`config.mk`:
```
export PLATFORM = sky130hd
export DESIGN_NAME = scrb_config_regs
export DESIGN_NICKNAME = d
export VERILOG_FILES = /design/src/design/scrb_pkg.sv /design/src/design/scrb_config_regs.sv /design/src/design/scrb_persist.sv /design/src/design/scrb_sync3.sv
export VERILOG_INCLUDE_DIRS = /design/src /design/src/design
export SDC_FILE = /design/constraint.sdc
export NUM_CORES = 1
export LEC_CHECK = 0
export BUFFER_PORTS_ARGS = -buffer_cell sky130_fd_sc_hd__buf_4
export CAP_MARGIN = 15
export CELL_PAD_IN_SITES_DETAIL_PLACEMENT = 1
export CELL_PAD_IN_SITES_GLOBAL_PLACEMENT = 2
export CORE_UTILIZATION = 39
export CTS_CLUSTER_DIAMETER = 120
export CTS_CLUSTER_SIZE = 12
export DETAILED_ROUTE_END_ITERATION = 16
export HOLD_SLACK_MARGIN = 0.02
export PLACE_DENSITY = 0.88
export SLEW_MARGIN = 20
export SYNTH_ARGS = -nofsm -noshare
export SYNTH_HDL_FRONTEND = slang
export SYNTH_SLANG_ARGS = --single-unit
```
`constraint.sdc`:
```
create_clock -name clk -period 4.37 [get_ports clk]
set_input_delay 0.874 -clock clk [delete_from_list [all_inputs] [get_ports clk]]
set_output_delay 0.874 -clock clk [all_outputs]
set_load 0.005 [all_outputs]
```
`src/design/scrb_params.svh`:
```
// constants for the line-interface configuration register bank
// assumes an 8 ns device clock and a deframed monitor byte channel
//
// Operation
// - valid flag qualifies the three result flags
// - test_run one starts, zero stops tests
// - direction bit zero input, one output
// - hook and aux forwarded after N ms
// - ground key forwarded after 4N ms
// - persistence register resets to A5
// - filter enable bits apply programmed coefficients
// - two-bit loop-back path select
// - coding law zero mu, one A
// - ring-trip threshold code plus one sixteenths
// - test select picks mode, 8h unused
// - active current limit code times 1.1mA
// - off-hook threshold 10mA or 13mA
// - coefficient source programmed or fixed
// - standby limit field, reset value 1Ch
// - feed resistance 100 ohm times code+1
// - metering frequency, reversal and shaping bits
// - ringing source internal or external pin
// - ring amplitude base plus code step
// - ring frequency codes 5h-7h unused
// - teletax level and DC drop code
// - external threshold code zero gives 0V
// - nonzero code gives 8V plus code
// - rx high-pass disable bit bypasses filter
// - access only through status/operation command
`ifndef SCRB_PARAMS_SVH
`define SCRB_PARAMS_SVH
// monitor channel framing
`define SCRB_MON_ADDR 8'h81
`define SCRB_SOP_RW 6
`define SCRB_SOP_POL 5
`define SCRB_SOP_RST 4
`define SCRB_SOP_ID 2'h1
`define SCRB_LSEL_NONE 2'h0
`define SCRB_LSEL_TWO 2'h1
`define SCRB_LSEL_ALL 2'h2
`define SCRB_LAST_TWO 4'h2
`define SCRB_LAST_ALL 4'hC
// register reset values
`define SCRB_RST_CR2 8'h00
`define SCRB_RST_CR3 8'hA5
`define SCRB_RST_CR4 8'hF9
`define SCRB_RST_CR5 8'h60
`define SCRB_RST_CR6 8'h51
`define SCRB_RST_CR7 8'h1C
`define SCRB_RST_CR8 8'h00
`define SCRB_RST_CR9 8'h2F
`define SCRB_RST_TELETAX_LEVEL 8'hFF
`define SCRB_RST_EXT_INDICATION_THRESHOLD 8'h10
// test register field positions
`define SCRB_B_VALID 7
`define SCRB_B_TONE_OK 6
`define SCRB_B_METER_OK 5
`define SCRB_B_RING_OK 4
`define SCRB_B_TEST_RUN 3
`define SCRB_B_HARD_SW 2
`define SCRB_B_DIR_A 1
`define SCRB_B_DIR_B 0
`define SCRB_TEST_UNUSED 4'h8
`define SCRB_RFREQ_MAX 3'h4
// physical scaling
`define SCRB_CLIM_STEP 10'h00B
`define SCRB_FEED_STEP 10'h064
`define SCRB_RING_LO_BASE 17'h08660
`define SCRB_RING_LO_STEP 17'h007F7
`define SCRB_RING_HI_BASE 17'h0AFC8
`define SCRB_RING_HI_STEP 17'h00A64
`define SCRB_EXT_IND_THRESH_BASE 5'h08
`define SCRB_HOOK_LO_MA 4'hA
`define SCRB_HOOK_HI_MA 4'hD
// timing
`define SCRB_MS_NS 1000000
`define SCRB_CLK_NS 8
`define SCRB_MS_CYCLES (`SCRB_MS_NS / `SCRB_CLK_NS)
`endif

```
`src/design/scrb_pkg.sv`:
```
// types shared by the configuration register bank
// no assumptions beyond the params header
package scrb_pkg;
  typedef enum logic [2:0] {
    ST_IDLE, ST_CMD, ST_WDATA, ST_REPLY, ST_SKIP
  } scrb_state_e;

  // raw control fields for the datapath
  typedef struct packed {
    logic [3:0] test_sel;
    logic test_run;
    logic metering_hard_switch;
    logic [4:0] filt_en;
    logic [1:0] loopback_sel;
    logic alaw;
    logic coeff_source;
    logic state_select_aux;
    logic ring_trip_test_en;
    logic meter_freq_sel;
    logic meter_by_reversal;
    logic soft_reversal;
    logic ring_source_sel;
    logic meas_modulation;
    logic rx_highpass_off;
    logic [7:0] meter_level_code;
  } scrb_cfg_s;

  // decoded physical settings
  typedef struct packed {
    logic [4:0] ring_trip_16th;
    logic [9:0] active_climit_dma;
    logic [3:0] active_hook_ma;
    logic [9:0] standby_climit_dma;
    logic [9:0] feed_res_ohm;
    logic [16:0] ring_amp_mv;
    logic [2:0] ring_freq_code;
    logic ring_freq_ok;
    logic [4:0] meter_drop_code;
    logic [4:0] ext_thresh_v;
  } scrb_phys_s;
endpackage

```
`src/design/scrb_config_regs.sv`:
```
// configuration register bank reached by monitor channel commands
// assumes a deframed byte channel: one-cycle rx strobes, tx handshake
`timescale 1ns/1ps
`include "scrb_params.svh"
module scrb_config_regs import scrb_pkg::*; #(
  parameter int MS_CYCLES = `SCRB_MS_CYCLES
) (
  // clock and reset
  input wire logic clk,
  input wire logic rst_b,
  // downstream monitor bytes
  input wire logic mon_rx_valid,
  input wire logic [7:0] mon_rx_data,
  input wire logic mon_rx_eom,
  // upstream monitor bytes
  output logic mon_tx_valid,
  output logic [7:0] mon_tx_data,
  input wire logic mon_tx_ready,
  // measurement engine results
  input wire logic meas_done,
  input wire logic tone_level_in,
  input wire logic metering_in,
  input wire logic ring_level_in,
  // signalling pins
  input wire logic hook_pin,
  input wire logic gndkey_pin,
  // general-purpose pins
  input wire logic gp_pin_a_in,
  output logic gp_pin_a_out,
  output logic gp_pin_a_oe,
  input wire logic gp_pin_b_in,
  output logic gp_pin_b_out,
  output logic gp_pin_b_oe,
  input wire logic [1:0] gp_drive,
  // forwarded signalling and settings
  output logic hook_state,
  output logic aux_state,
  output logic gndkey_state,
  output logic gp_b_level,
  output logic pol_reverse,
  output logic basic_mode,
  output scrb_cfg_s cfg,
  output scrb_phys_s phys
);
  localparam int MSW = $clog2(MS_CYCLES);

  logic [7:0] cr_ff [2:11];
  logic meas_valid_ff;
  logic tone_level_ok_ff;
  logic metering_ok_ff;
  logic ring_level_ok_ff;
  scrb_state_e state_ff;
  logic [3:0] idx_ff;
  logic [3:0] last_ff;
  logic [7:0] prev_sop_ff;
  logic [7:0] rep_sop_ff;
  logic pol_ff;
  logic rst_flag_ff;
  logic tx_valid_ff;
  logic [7:0] tx_data_ff;
  logic wr_en;
  logic soft_rst;
  logic cr2_wr;
  logic [MSW-1:0] ms_cnt_ff;
  logic tick_ff;
  logic [2:0] pin_lvl;
  logic [1:0] gp_out_ff;
  scrb_cfg_s cfg_ff;
  scrb_phys_s phys_ff;

  // default contents of each register
  function automatic logic [7:0] cr_reset(input int i);
    case (i)
      2: cr_reset = `SCRB_RST_CR2;
      3: cr_reset = `SCRB_RST_CR3;
      4: cr_reset = `SCRB_RST_CR4;
      5: cr_reset = `SCRB_RST_CR5;
      6: cr_reset = `SCRB_RST_CR6;
      7: cr_reset = `SCRB_RST_CR7;
      8: cr_reset = `SCRB_RST_CR8;
      9: cr_reset = `SCRB_RST_CR9;
      10: cr_reset = `SCRB_RST_TELETAX_LEVEL;
      11: cr_reset = `SCRB_RST_EXT_INDICATION_THRESHOLD;
      default: cr_reset = 8'h00;
    endcase
  endfunction

  // 6-bit current code to tenths of a milliamp, active and standby alike
  function automatic logic [9:0] clim_dma(input logic [5:0] code);
    clim_dma = 10'({4'h0, code} * `SCRB_CLIM_STEP);
  endfunction

  // readback of one register; CR1 and CR12 live elsewhere and read zero
  function automatic logic [7:0] cr_read(input logic [3:0] i);
    case (i)
      4'h2: cr_read = {meas_valid_ff, tone_level_ok_ff, metering_ok_ff,
                       ring_level_ok_ff, cr_ff[2][3:0]};
      4'h3, 4'h4, 4'h5, 4'h6, 4'h7, 4'h8, 4'h9, 4'hA: cr_read = cr_ff[i];
      4'hB: cr_read = {cr_ff[11][7:1], 1'b0};
      default: cr_read = 8'h00;
    endcase
  endfunction

  // write strobe while the data phase of a write command runs
  // the byte flagged as last still carries register data
  assign wr_en = (state_ff == ST_WDATA) && mon_rx_valid;
  assign cr2_wr = wr_en && (idx_ff == 4'h2);
  // a write command with its reset bit set restores the basic setting
  assign soft_rst = (state_ff == ST_CMD) && mon_rx_valid &&
                    (mon_rx_data[3:2] == `SCRB_SOP_ID) &&
                    !mon_rx_data[`SCRB_SOP_RW] && mon_rx_data[`SCRB_SOP_RST];

  // register storage, only reachable from the command decoder
  always_ff @(posedge clk or negedge rst_b) begin
    if (!rst_b) begin
      for (int i = 2; i <= 11; i++) begin
        cr_ff[i] <= cr_reset(i);
      end
    end else if (soft_rst) begin
      for (int i = 2; i <= 11; i++) begin
        cr_ff[i] <= cr_reset(i);
      end
    end else if (wr_en) begin
      for (int i = 2; i <= 11; i++) begin
        if (idx_ff == 4'(i)) begin
          cr_ff[i] <= mon_rx_data;
        end
      end
    end
  end

  // result flags: a write to the test register voids them, a result sets
  always_ff @(posedge clk or negedge rst_b) begin
    if (!rst_b) begin
      meas_valid_ff <= 1'b0;
      tone_level_ok_ff <= 1'b0;
      metering_ok_ff <= 1'b0;
      ring_level_ok_ff <= 1'b0;
    end else begin
      if (cr2_wr || soft_rst) begin
        meas_valid_ff <= 1'b0;
      end
      // set after clear so a result in the same cycle survives
      if (meas_done && cr_ff[2][`SCRB_B_TEST_RUN]) begin
        meas_valid_ff <= 1'b1;
        tone_level_ok_ff <= tone_level_in;
        metering_ok_ff <= metering_in;
        ring_level_ok_ff <= ring_level_in;
      end
    end
  end

  // command decoder and upstream reply sequencer
  always_ff @(posedge clk or negedge rst_b) begin
    if (!rst_b) begin
      state_ff <= ST_IDLE;
      idx_ff <= 4'h0;
      last_ff <= 4'h0;
      prev_sop_ff <= 8'h00;
      rep_sop_ff <= 8'h00;
      pol_ff <= 1'b0;
      rst_flag_ff <= 1'b1;
      tx_valid_ff <= 1'b0;
      tx_data_ff <= 8'h00;
    end else begin
      case (state_ff)
        ST_IDLE: begin
          if (mon_rx_valid && !mon_rx_eom &&
              mon_rx_data == `SCRB_MON_ADDR) begin
            state_ff <= ST_CMD;
          end
        end
        ST_CMD: begin
          if (mon_rx_valid) begin
            if (mon_rx_data[3:2] != `SCRB_SOP_ID) begin
              // coefficient commands belong to the filter block
              state_ff <= mon_rx_eom ? ST_IDLE : ST_SKIP;
            end else begin
              prev_sop_ff <= mon_rx_data;
              rep_sop_ff <= {prev_sop_ff[7:5], rst_flag_ff,
                             prev_sop_ff[3:0]};
              idx_ff <= 4'h1;
              state_ff <= ST_IDLE;
              if (!mon_rx_data[`SCRB_SOP_RW]) begin
                pol_ff <= mon_rx_data[`SCRB_SOP_POL];
                if (mon_rx_data[`SCRB_SOP_RST]) begin
                  rst_flag_ff <= 1'b1;
                end
                if (mon_rx_data[1:0] == `SCRB_LSEL_TWO) begin
                  last_ff <= `SCRB_LAST_TWO;
                  state_ff <= ST_WDATA;
                end else if (mon_rx_data[1:0] == `SCRB_LSEL_ALL) begin
                  last_ff <= `SCRB_LAST_ALL;
                  state_ff <= ST_WDATA;
                end
              end else if (mon_rx_data[1:0] != 2'h3) begin
                // reply: address, previous command, then registers
                idx_ff <= 4'h0;
                state_ff <= ST_REPLY;
                case (mon_rx_data[1:0])
                  `SCRB_LSEL_NONE: begin
                    last_ff <= 4'h1;
                    rst_flag_ff <= 1'b0;
                  end
                  `SCRB_LSEL_TWO: last_ff <= 4'h3;
                  default: last_ff <= 4'hD;
                endcase
              end
            end
          end
        end
        ST_WDATA: begin
          if (mon_rx_valid) begin
            idx_ff <= idx_ff + 4'h1;
            if (mon_rx_eom || idx_ff == last_ff) begin
              state_ff <= ST_IDLE;
            end
          end
        end
        ST_REPLY: begin
          // downstream bytes are ignored while a reply drains
          if (!tx_valid_ff || mon_tx_ready) begin
            if (idx_ff > last_ff) begin
              tx_valid_ff <= 1'b0;
              state_ff <= ST_IDLE;
            end else begin
              tx_valid_ff <= 1'b1;
              idx_ff <= idx_ff + 4'h1;
              if (idx_ff == 4'h0) begin
                tx_data_ff <= `SCRB_MON_ADDR;
              end else if (idx_ff == 4'h1) begin
                tx_data_ff <= rep_sop_ff;
              end else begin
                tx_data_ff <= cr_read(idx_ff - 4'h1);
              end
            end
          end
        end
        ST_SKIP: begin
          if (mon_rx_valid && mon_rx_eom) begin
            state_ff <= ST_IDLE;
          end
        end
        default: state_ff <= ST_IDLE;
      endcase
    end
  end

  // free-running millisecond tick for the persistence checks
  always_ff @(posedge clk or negedge rst_b) begin
    if (!rst_b) begin
      ms_cnt_ff <= '0;
      tick_ff <= 1'b0;
    end else if (ms_cnt_ff == MSW'(MS_CYCLES - 1)) begin
      ms_cnt_ff <= '0;
      tick_ff <= 1'b1;
    end else begin
      ms_cnt_ff <= ms_cnt_ff + MSW'(1);
      tick_ff <= 1'b0;
    end
  end

  // pin inputs cross into the clock domain
  scrb_sync3 #(.WIDTH(3)) u_sync (
    .clk(clk),
    .rst_b(rst_b),
    .pin_in({hook_pin, gndkey_pin, gp_pin_a_in}),
    .level_ff(pin_lvl)
  );

  // hook and auxiliary input held N ticks
  scrb_persist u_hook (
    .clk(clk),
    .rst_b(rst_b),
    .tick(tick_ff),
    .limit({2'h0, cr_ff[3][7:4]}),
    .level(pin_lvl[2]),
    .state_ff(hook_state)
  );

  scrb_persist u_aux (
    .clk(clk),
    .rst_b(rst_b),
    .tick(tick_ff),
    .limit({2'h0, cr_ff[3][7:4]}),
    .level(pin_lvl[0] & ~cr_ff[2][`SCRB_B_DIR_A]),
    .state_ff(aux_state)
  );

  // ground key held four ticks per code step
  scrb_persist u_gndkey (
    .clk(clk),
    .rst_b(rst_b),
    .tick(tick_ff),
    .limit({cr_ff[3][3:0], 2'h0}),
    .level(pin_lvl[1]),
    .state_ff(gndkey_state)
  );

  // second general-purpose pin only reported, not persistence checked
  scrb_sync3 #(.WIDTH(1)) u_sync_b (
    .clk(clk),
    .rst_b(rst_b),
    .pin_in(gp_pin_b_in),
    .level_ff(gp_b_level)
  );

  // general-purpose pin drive registered
  always_ff @(posedge clk or negedge rst_b) begin
    if (!rst_b) begin
      gp_out_ff <= 2'h0;
    end else begin
      gp_out_ff <= gp_drive;
    end
  end

  // raw control fields registered for the datapath
  always_ff @(posedge clk or negedge rst_b) begin
    if (!rst_b) begin
      cfg_ff <= '0;
    end else begin
      cfg_ff.test_run <= cr_ff[2][`SCRB_B_TEST_RUN];
      cfg_ff.test_sel <= (cr_ff[2][`SCRB_B_TEST_RUN] &&
                          cr_ff[5][3:0] != `SCRB_TEST_UNUSED) ?
                         cr_ff[5][3:0] : 4'h0;
      cfg_ff.metering_hard_switch <= cr_ff[2][`SCRB_B_HARD_SW];
      cfg_ff.filt_en <= cr_ff[4][7:3];
      cfg_ff.loopback_sel <= cr_ff[4][2:1];
      cfg_ff.alaw <= cr_ff[4][0];
      cfg_ff.coeff_source <= cr_ff[6][0];
      cfg_ff.state_select_aux <= cr_ff[7][1];
      cfg_ff.ring_trip_test_en <= cr_ff[7][0];
      cfg_ff.meter_freq_sel <= cr_ff[8][4];
      cfg_ff.meter_by_reversal <= cr_ff[8][3];
      cfg_ff.soft_reversal <= cr_ff[8][2];
      cfg_ff.ring_source_sel <= cr_ff[8][1];
      cfg_ff.meas_modulation <= cr_ff[8][0];
      cfg_ff.rx_highpass_off <= cr_ff[11][1];
      cfg_ff.meter_level_code <= cr_ff[10];
    end
  end

  // physical settings decoded once, registered
  always_ff @(posedge clk or negedge rst_b) begin
    if (!rst_b) begin
      phys_ff <= '0;
    end else begin
      phys_ff.ring_trip_16th <= {1'b0, cr_ff[5][7:4]} + 5'h01;
      phys_ff.active_climit_dma <= clim_dma(cr_ff[6][7:2]);
      phys_ff.active_hook_ma <= cr_ff[6][1] ? `SCRB_HOOK_HI_MA :
                                `SCRB_HOOK_LO_MA;
      phys_ff.standby_climit_dma <= clim_dma(cr_ff[7][7:2]);
      phys_ff.feed_res_ohm <= 10'(({7'h00, cr_ff[8][7:5]} + 10'h001) *
                                  `SCRB_FEED_STEP);
      phys_ff.ring_amp_mv <= cr_ff[9][7] ?
        17'(`SCRB_RING_HI_BASE + {13'h0, cr_ff[9][3:0]} *
            `SCRB_RING_HI_STEP) :
        17'(`SCRB_RING_LO_BASE + {13'h0, cr_ff[9][3:0]} *
            `SCRB_RING_LO_STEP);
      phys_ff.ring_freq_code <= cr_ff[9][6:4];
      phys_ff.ring_freq_ok <= cr_ff[9][6:4] <= `SCRB_RFREQ_MAX;
      phys_ff.meter_drop_code <= cr_ff[10][7:3];
      phys_ff.ext_thresh_v <= (cr_ff[11][7:4] == 4'h0) ? 5'h00 :
        `SCRB_EXT_IND_THRESH_BASE + {1'b0, cr_ff[11][7:4]};
    end
  end

  // outputs straight from flops
  assign mon_tx_valid = tx_valid_ff;
  assign mon_tx_data = tx_data_ff;
  assign gp_pin_a_oe = cr_ff[2][`SCRB_B_DIR_A];
  assign gp_pin_b_oe = cr_ff[2][`SCRB_B_DIR_B];
  assign gp_pin_a_out = gp_out_ff[0];
  assign gp_pin_b_out = gp_out_ff[1];
  assign pol_reverse = pol_ff;
  assign basic_mode = rst_flag_ff;
  assign cfg = cfg_ff;
  assign phys = phys_ff;
endmodule

```
`src/design/scrb_persist.sv`:
```
// persistence check on one signalling level
// assumes a one-cycle millisecond tick on the same clock
`timescale 1ns/1ps
module scrb_persist (
  // clock and reset
  input wire logic clk,
  input wire logic rst_b,
  // timing and limit in ticks, zero means no check
  input wire logic tick,
  input wire logic [5:0] limit,
  // level in and forwarded level
  input wire logic level,
  output logic state_ff
);
  logic [5:0] cnt_ff;

  // first tick is partial, so the hold lands between limit-1 and limit ms
  always_ff @(posedge clk or negedge rst_b) begin
    if (!rst_b) begin
      cnt_ff <= 6'h00;
      state_ff <= 1'b0;
    end else if (level == state_ff) begin
      cnt_ff <= 6'h00;
    end else if (limit == 6'h00) begin
      state_ff <= level;
    end else if (tick) begin
      if (cnt_ff + 6'h01 >= limit) begin
        state_ff <= level;
        cnt_ff <= 6'h00;
      end else begin
        cnt_ff <= cnt_ff + 6'h01;
      end
    end
  end
endmodule

```
`src/design/scrb_sync3.sv`:
```
// three-stage synchroniser for pin inputs
// assumes asynchronous pins; output moves when stages two and three agree
`timescale 1ns/1ps
module scrb_sync3 #(
  parameter int WIDTH = 1
) (
  // clock and reset
  input wire logic clk,
  input wire logic rst_b,
  // pins and result
  input wire logic [WIDTH-1:0] pin_in,
  output logic [WIDTH-1:0] level_ff
);
  logic [WIDTH-1:0] s1_ff;
  logic [WIDTH-1:0] s2_ff;
  logic [WIDTH-1:0] s3_ff;

  // first stage feeds only the second
  always_ff @(posedge clk or negedge rst_b) begin
    if (!rst_b) begin
      s1_ff <= '0;
      s2_ff <= '0;
      s3_ff <= '0;
      level_ff <= '0;
    end else begin
      s1_ff <= pin_in;
      s2_ff <= s1_ff;
      s3_ff <= s2_ff;
      for (int i = 0; i < WIDTH; i++) begin
        if (s2_ff[i] == s3_ff[i]) begin
          level_ff[i] <= s3_ff[i];
        end
      end
    end
  end
endmodule

```
==> out/results.tsv <==
stage	metric	value	unit
timing	min_period	4.06	ns
yosys	synth_xor_area_share	4.37	%
timing	skew	0.0127	ns
yosys	ys_warn_count	0	
drt	wl	36900	µm
placed_design	dpl.hpwl	26300	µm
drt	drt_iter0_markers	497	
yosys	synthAdderAreaFrac	13.2	%
cells_and_area	syn_to_final_growth	16.1	%
placed_design	portBuffers	140	
floorplan	die_x	192	µm
yosys	synth-edff-count	0	
clock_tree	clock_path_buffers	3	
timing	tns	0	ns
drt	drcViolationCount	0	
pwr	vdd_ir_drop_max	0.000851	V
clock_tree	path_clk_slew	0.06	ns
critical_path	start_kind	flop	
yosys	postSynth.asyncResetShare	100	%
clock_tree	cts_sinks	270	
critical_path	reg2reg_depth	13	
drt	vias	10064	
pwr	p_int	7.45	mW
pwr	seqPwrFrac	30.0	%
yosys	muxShareOfSynthArea	8.08	%
cells_and_area	fin_nets	1551	
global_routing	grt_pass1_wl	59100	µm
yosys	ys_types	76	
timing	max_clock_freq	247	MHz
critical_path	startpoint	cr_ff[18]	
pwr	power_density	776	nW/µm²
timing	rsz0062_at_grt	false	
clock_tree	cts_setup_buffers	0	
clock_tree	htreeDepth	1	
drt	routedWlPerCell	19.7	µm
yosys	mappedNetlistArea	14000	µm²
global_routing	grt_max_degree	112	
pwr	total_power	12.6	mW
pwr	switching_share	41.0	%
timing	hold_viol_final	0	
clock_tree	cts_inserted_buffers	26	
timing	worst_pin_slew	0.858	ns
cells_and_area	multiInputGateArea	6680	µm²
status	status	complete, no violations	
pwr	pwr-share-comb	53.2	%
yosys	ys_ff_latch	270	
floorplan	dieArea	36700	µm²
clock_tree	clk-insertion-delay-late	0.55	ns
floorplan	initial_core_util	39.5	%
clock_tree	cts_root_buffer	clkbuf_16	
critical_path	path_class	reg2reg	
pwr	p_leak	7.99	nW
cells_and_area	regArea	6800	µm²
global_routing	grtUsageTotal	20.6	%
floorplan	rows	69	
critical_path	r2r_end	phys[29]	
yosys	synth_cells	1270	
clock_tree	cts.repair.resized	0	
drt	drtAntennaViolNets	0	
timing	fin_crit_sh	92.8	%
yosys	avgSynthCellArea	11.0	µm²
worst_hold_path	holdPathStages	0	
critical_path	critPathArrivalTime	4.54	ns
cells_and_area	drive_above_1_share	20.4	%
critical_path	cp.required	4.85	ns
critical_path	reg2reg_setup_slack	0.31	ns
floorplan	die_h	192	µm
floorplan	core	35500	µm²
yosys	ys_seq_area_share	48.5	%
worst_hold_path	hp-class	reg2reg	
timing	drv_slew	0	
yosys	synth_flop_cell	dfrtp_1	
run	maxCapViolations	0	
critical_path	worstSetupEndpointType	flop	
timing	slew_headroom	42.8	%
drt	vias_per_cell	5.37	
yosys	synth_top_family_by_area	adder cells	
critical_path	r2r_start	cr_ff[18]	
timing	setup-violations-final	0	
yosys	synth-simple-area-share	11.8	%
critical_path	endpoint	phys[29]	
clock_tree	cts_tree	built	
global_routing	grt_pass1_vias	10568	
critical_path	path_max_fanout	12	
pwr	power.share.clock	16.7	%
cells_and_area	filler_cell_count	3893	
clock_tree	cts_hold_buf	0	
pwr	p_sw	5.18	mW
floorplan	io_pins	143	
timing	hold_ws	0.347	ns
global_routing	overflow	0	
yosys	synth-compound-area-share	10.1	%
global_routing	grt_antenna_before_repair	0	
cells_and_area	num_antenna_cells	0	
drt	drt_first_pass_iters	4	
placed_design	gp_congestion	0.829	
worst max-delay path, stage by stage (launching register included):
cell,delay (ns)
dfstp_2,0.71
inv_1,0.20
ha_1,0.37
and2_1,0.16
or2_2,0.28
fa_1,0.43
ha_1,0.36
nor2b_1,0.15
o21ai_0,0.23
a21boi_0,0.19
o2111ai_1,0.24
nand2_1,0.11
a2111oi_0,0.42
a211o_1,0.16
Yosys cell counts (4+ instances only):
cell | number | share of area [%]
a211oi_1 | 4 | 0.21
a21boi_0 | 6 | 0.32
a21o_1 | 9 | 0.48
a21oi_1 | 55 | 2.0
a221o_1 | 6 | 0.43
a22o_1 | 4 | 0.25
a31oi_1 | 8 | 0.36
and2_1 | 11 | 0.49
and3_1 | 10 | 0.45
buf_2 | 11 | 0.39
buf_4 | 8 | 0.43
clkbuf_1 | 37 | 0.99
dfrtp_1 | 237 | 42
dfstp_2 | 33 | 6.2
fa_1 | 17 | 2.4
ha_1 | 117 | 10
inv_1 | 73 | 2.0
maj3_1 | 4 | 0.29
mux2_2 | 34 | 2.7
mux2i_1 | 39 | 2.8
mux4_2 | 16 | 2.6
nand2_1 | 111 | 3.0
nand2b_1 | 16 | 0.71
nand3_1 | 53 | 1.9
nand4_1 | 8 | 0.36
nor2_1 | 83 | 2.2
nor2b_1 | 10 | 0.45
nor3_1 | 18 | 0.64
o211ai_1 | 12 | 0.64
o21a_1 | 5 | 0.27
o21ai_0 | 66 | 2.4
o21bai_1 | 4 | 0.21
o31ai_1 | 12 | 0.64
or2_2 | 4 | 0.18
or3_1 | 4 | 0.18
xnor2_1 | 44 | 2.7
xor2_1 | 26 | 1.6
placed cells by master, fill, tap and decap left out, drive strengths merged, types with 46 or more instances in the layout:
| master | netlist | final |
|---|---|---|
| o21ai | 70 | 70 |
| buf | 22 | 155 |
| a21oi | 55 | 55 |
| ha | 117 | 117 |
| clkbuf | 39 | 46 |
| nand2 | 111 | 111 |
| inv | 73 | 73 |
| nand3 | 55 | 55 |
| nor2 | 84 | 84 |
| dfrtp | 237 | 237 |
cells by family after synthesis:
kind of cell	after synthesis
adder cells (fa/ha/maj)	138
multiplexers	89
AO/OA/AOI/OAI	220
AND/OR/NAND/NOR	347
other	2
XOR/XNOR	70
buffers and inverters	134
flip-flops	270
cell type report:
class,instances,share of cell area (%)
Inverter,73,1.68
Sequential cell,270,41.8
Multi-Input combinational cell,868,41.0
Tap cell,461,3.54
Clock buffer,46,4.59
Timing Repair Buffer,155,7.35
Clock inverter,1,0.0538
sequential cells by signal (all words and copies together) (netlist names), 2 cells and up:
name and count:
cfg 27, cr_ff 78, gp_out_ff 2, idx_ff 4, last_ff 3, mon_tx_data 8
ms_cnt_ff 17, phys 66, prev_sop_ff 7, rep_sop_ff 8, state_ff 3, u_aux.cnt_ff 6
u_gndkey.cnt_ff 6, u_hook.cnt_ff 6, u_sync.level_ff 3, u_sync.s1_ff 3, u_sync.s2_ff 3, u_sync.s3_ff 3
layer usage:
metal	routed length, µm	up-vias	track usage, %
met4	1090	0	6.78
li1	-	4651	-
met5	0	-	0
met1	16200	5129	27.0
met3	1440	61	2.78
met2	18100	223	35.3
how the worst min path moves through the flow:
stage,start,to,slack [ns]
2_1_floorplan,u_sync.s1_ff[0],u_sync.s2_ff[0],0.33
5_1_grt,u_sync.s1_ff[1],u_sync.s2_ff[1],0.36
3_3_place_gp,u_sync.s1_ff[1],u_sync.s2_ff[1],0.33
4_1_cts,u_sync_b.s1_ff,u_sync_b.s2_ff,0.35
3_5_place_dp,u_sync.s1_ff[1],u_sync.s2_ff[1],0.34
6_report,u_sync.s1_ff[1],u_sync.s2_ff[1],0.35
power by group through the flow:
stage	Clock, mW	Sequential, mW	Combinational, mW
finish	2.12	3.79	6.73
CTS	2.19	3.80	6.79
floorplan	0	3.64	4.78
global route	2.28	3.88	7.59
global placement	0	3.81	6.49
detailed placement	0	3.84	6.74
stage by stage:
stage / utilization [%] / setup slack (ns) / instances / area [µm²]
after floorplan: - / 0.653 / 1272 / 14000
after global placement: 43.7 / 0.414 / 1827 / 15500
after detailed placement: 43.7 / 0.288 / 1827 / 15500
after CTS: 45.9 / 0.281 / 1874 / 16300
after global routing: 45.9 / 0.0585 / 1874 / 16300
final: 45.9 / 0.313 / 1874 / 16300
(Power assumes the default switching activity.)
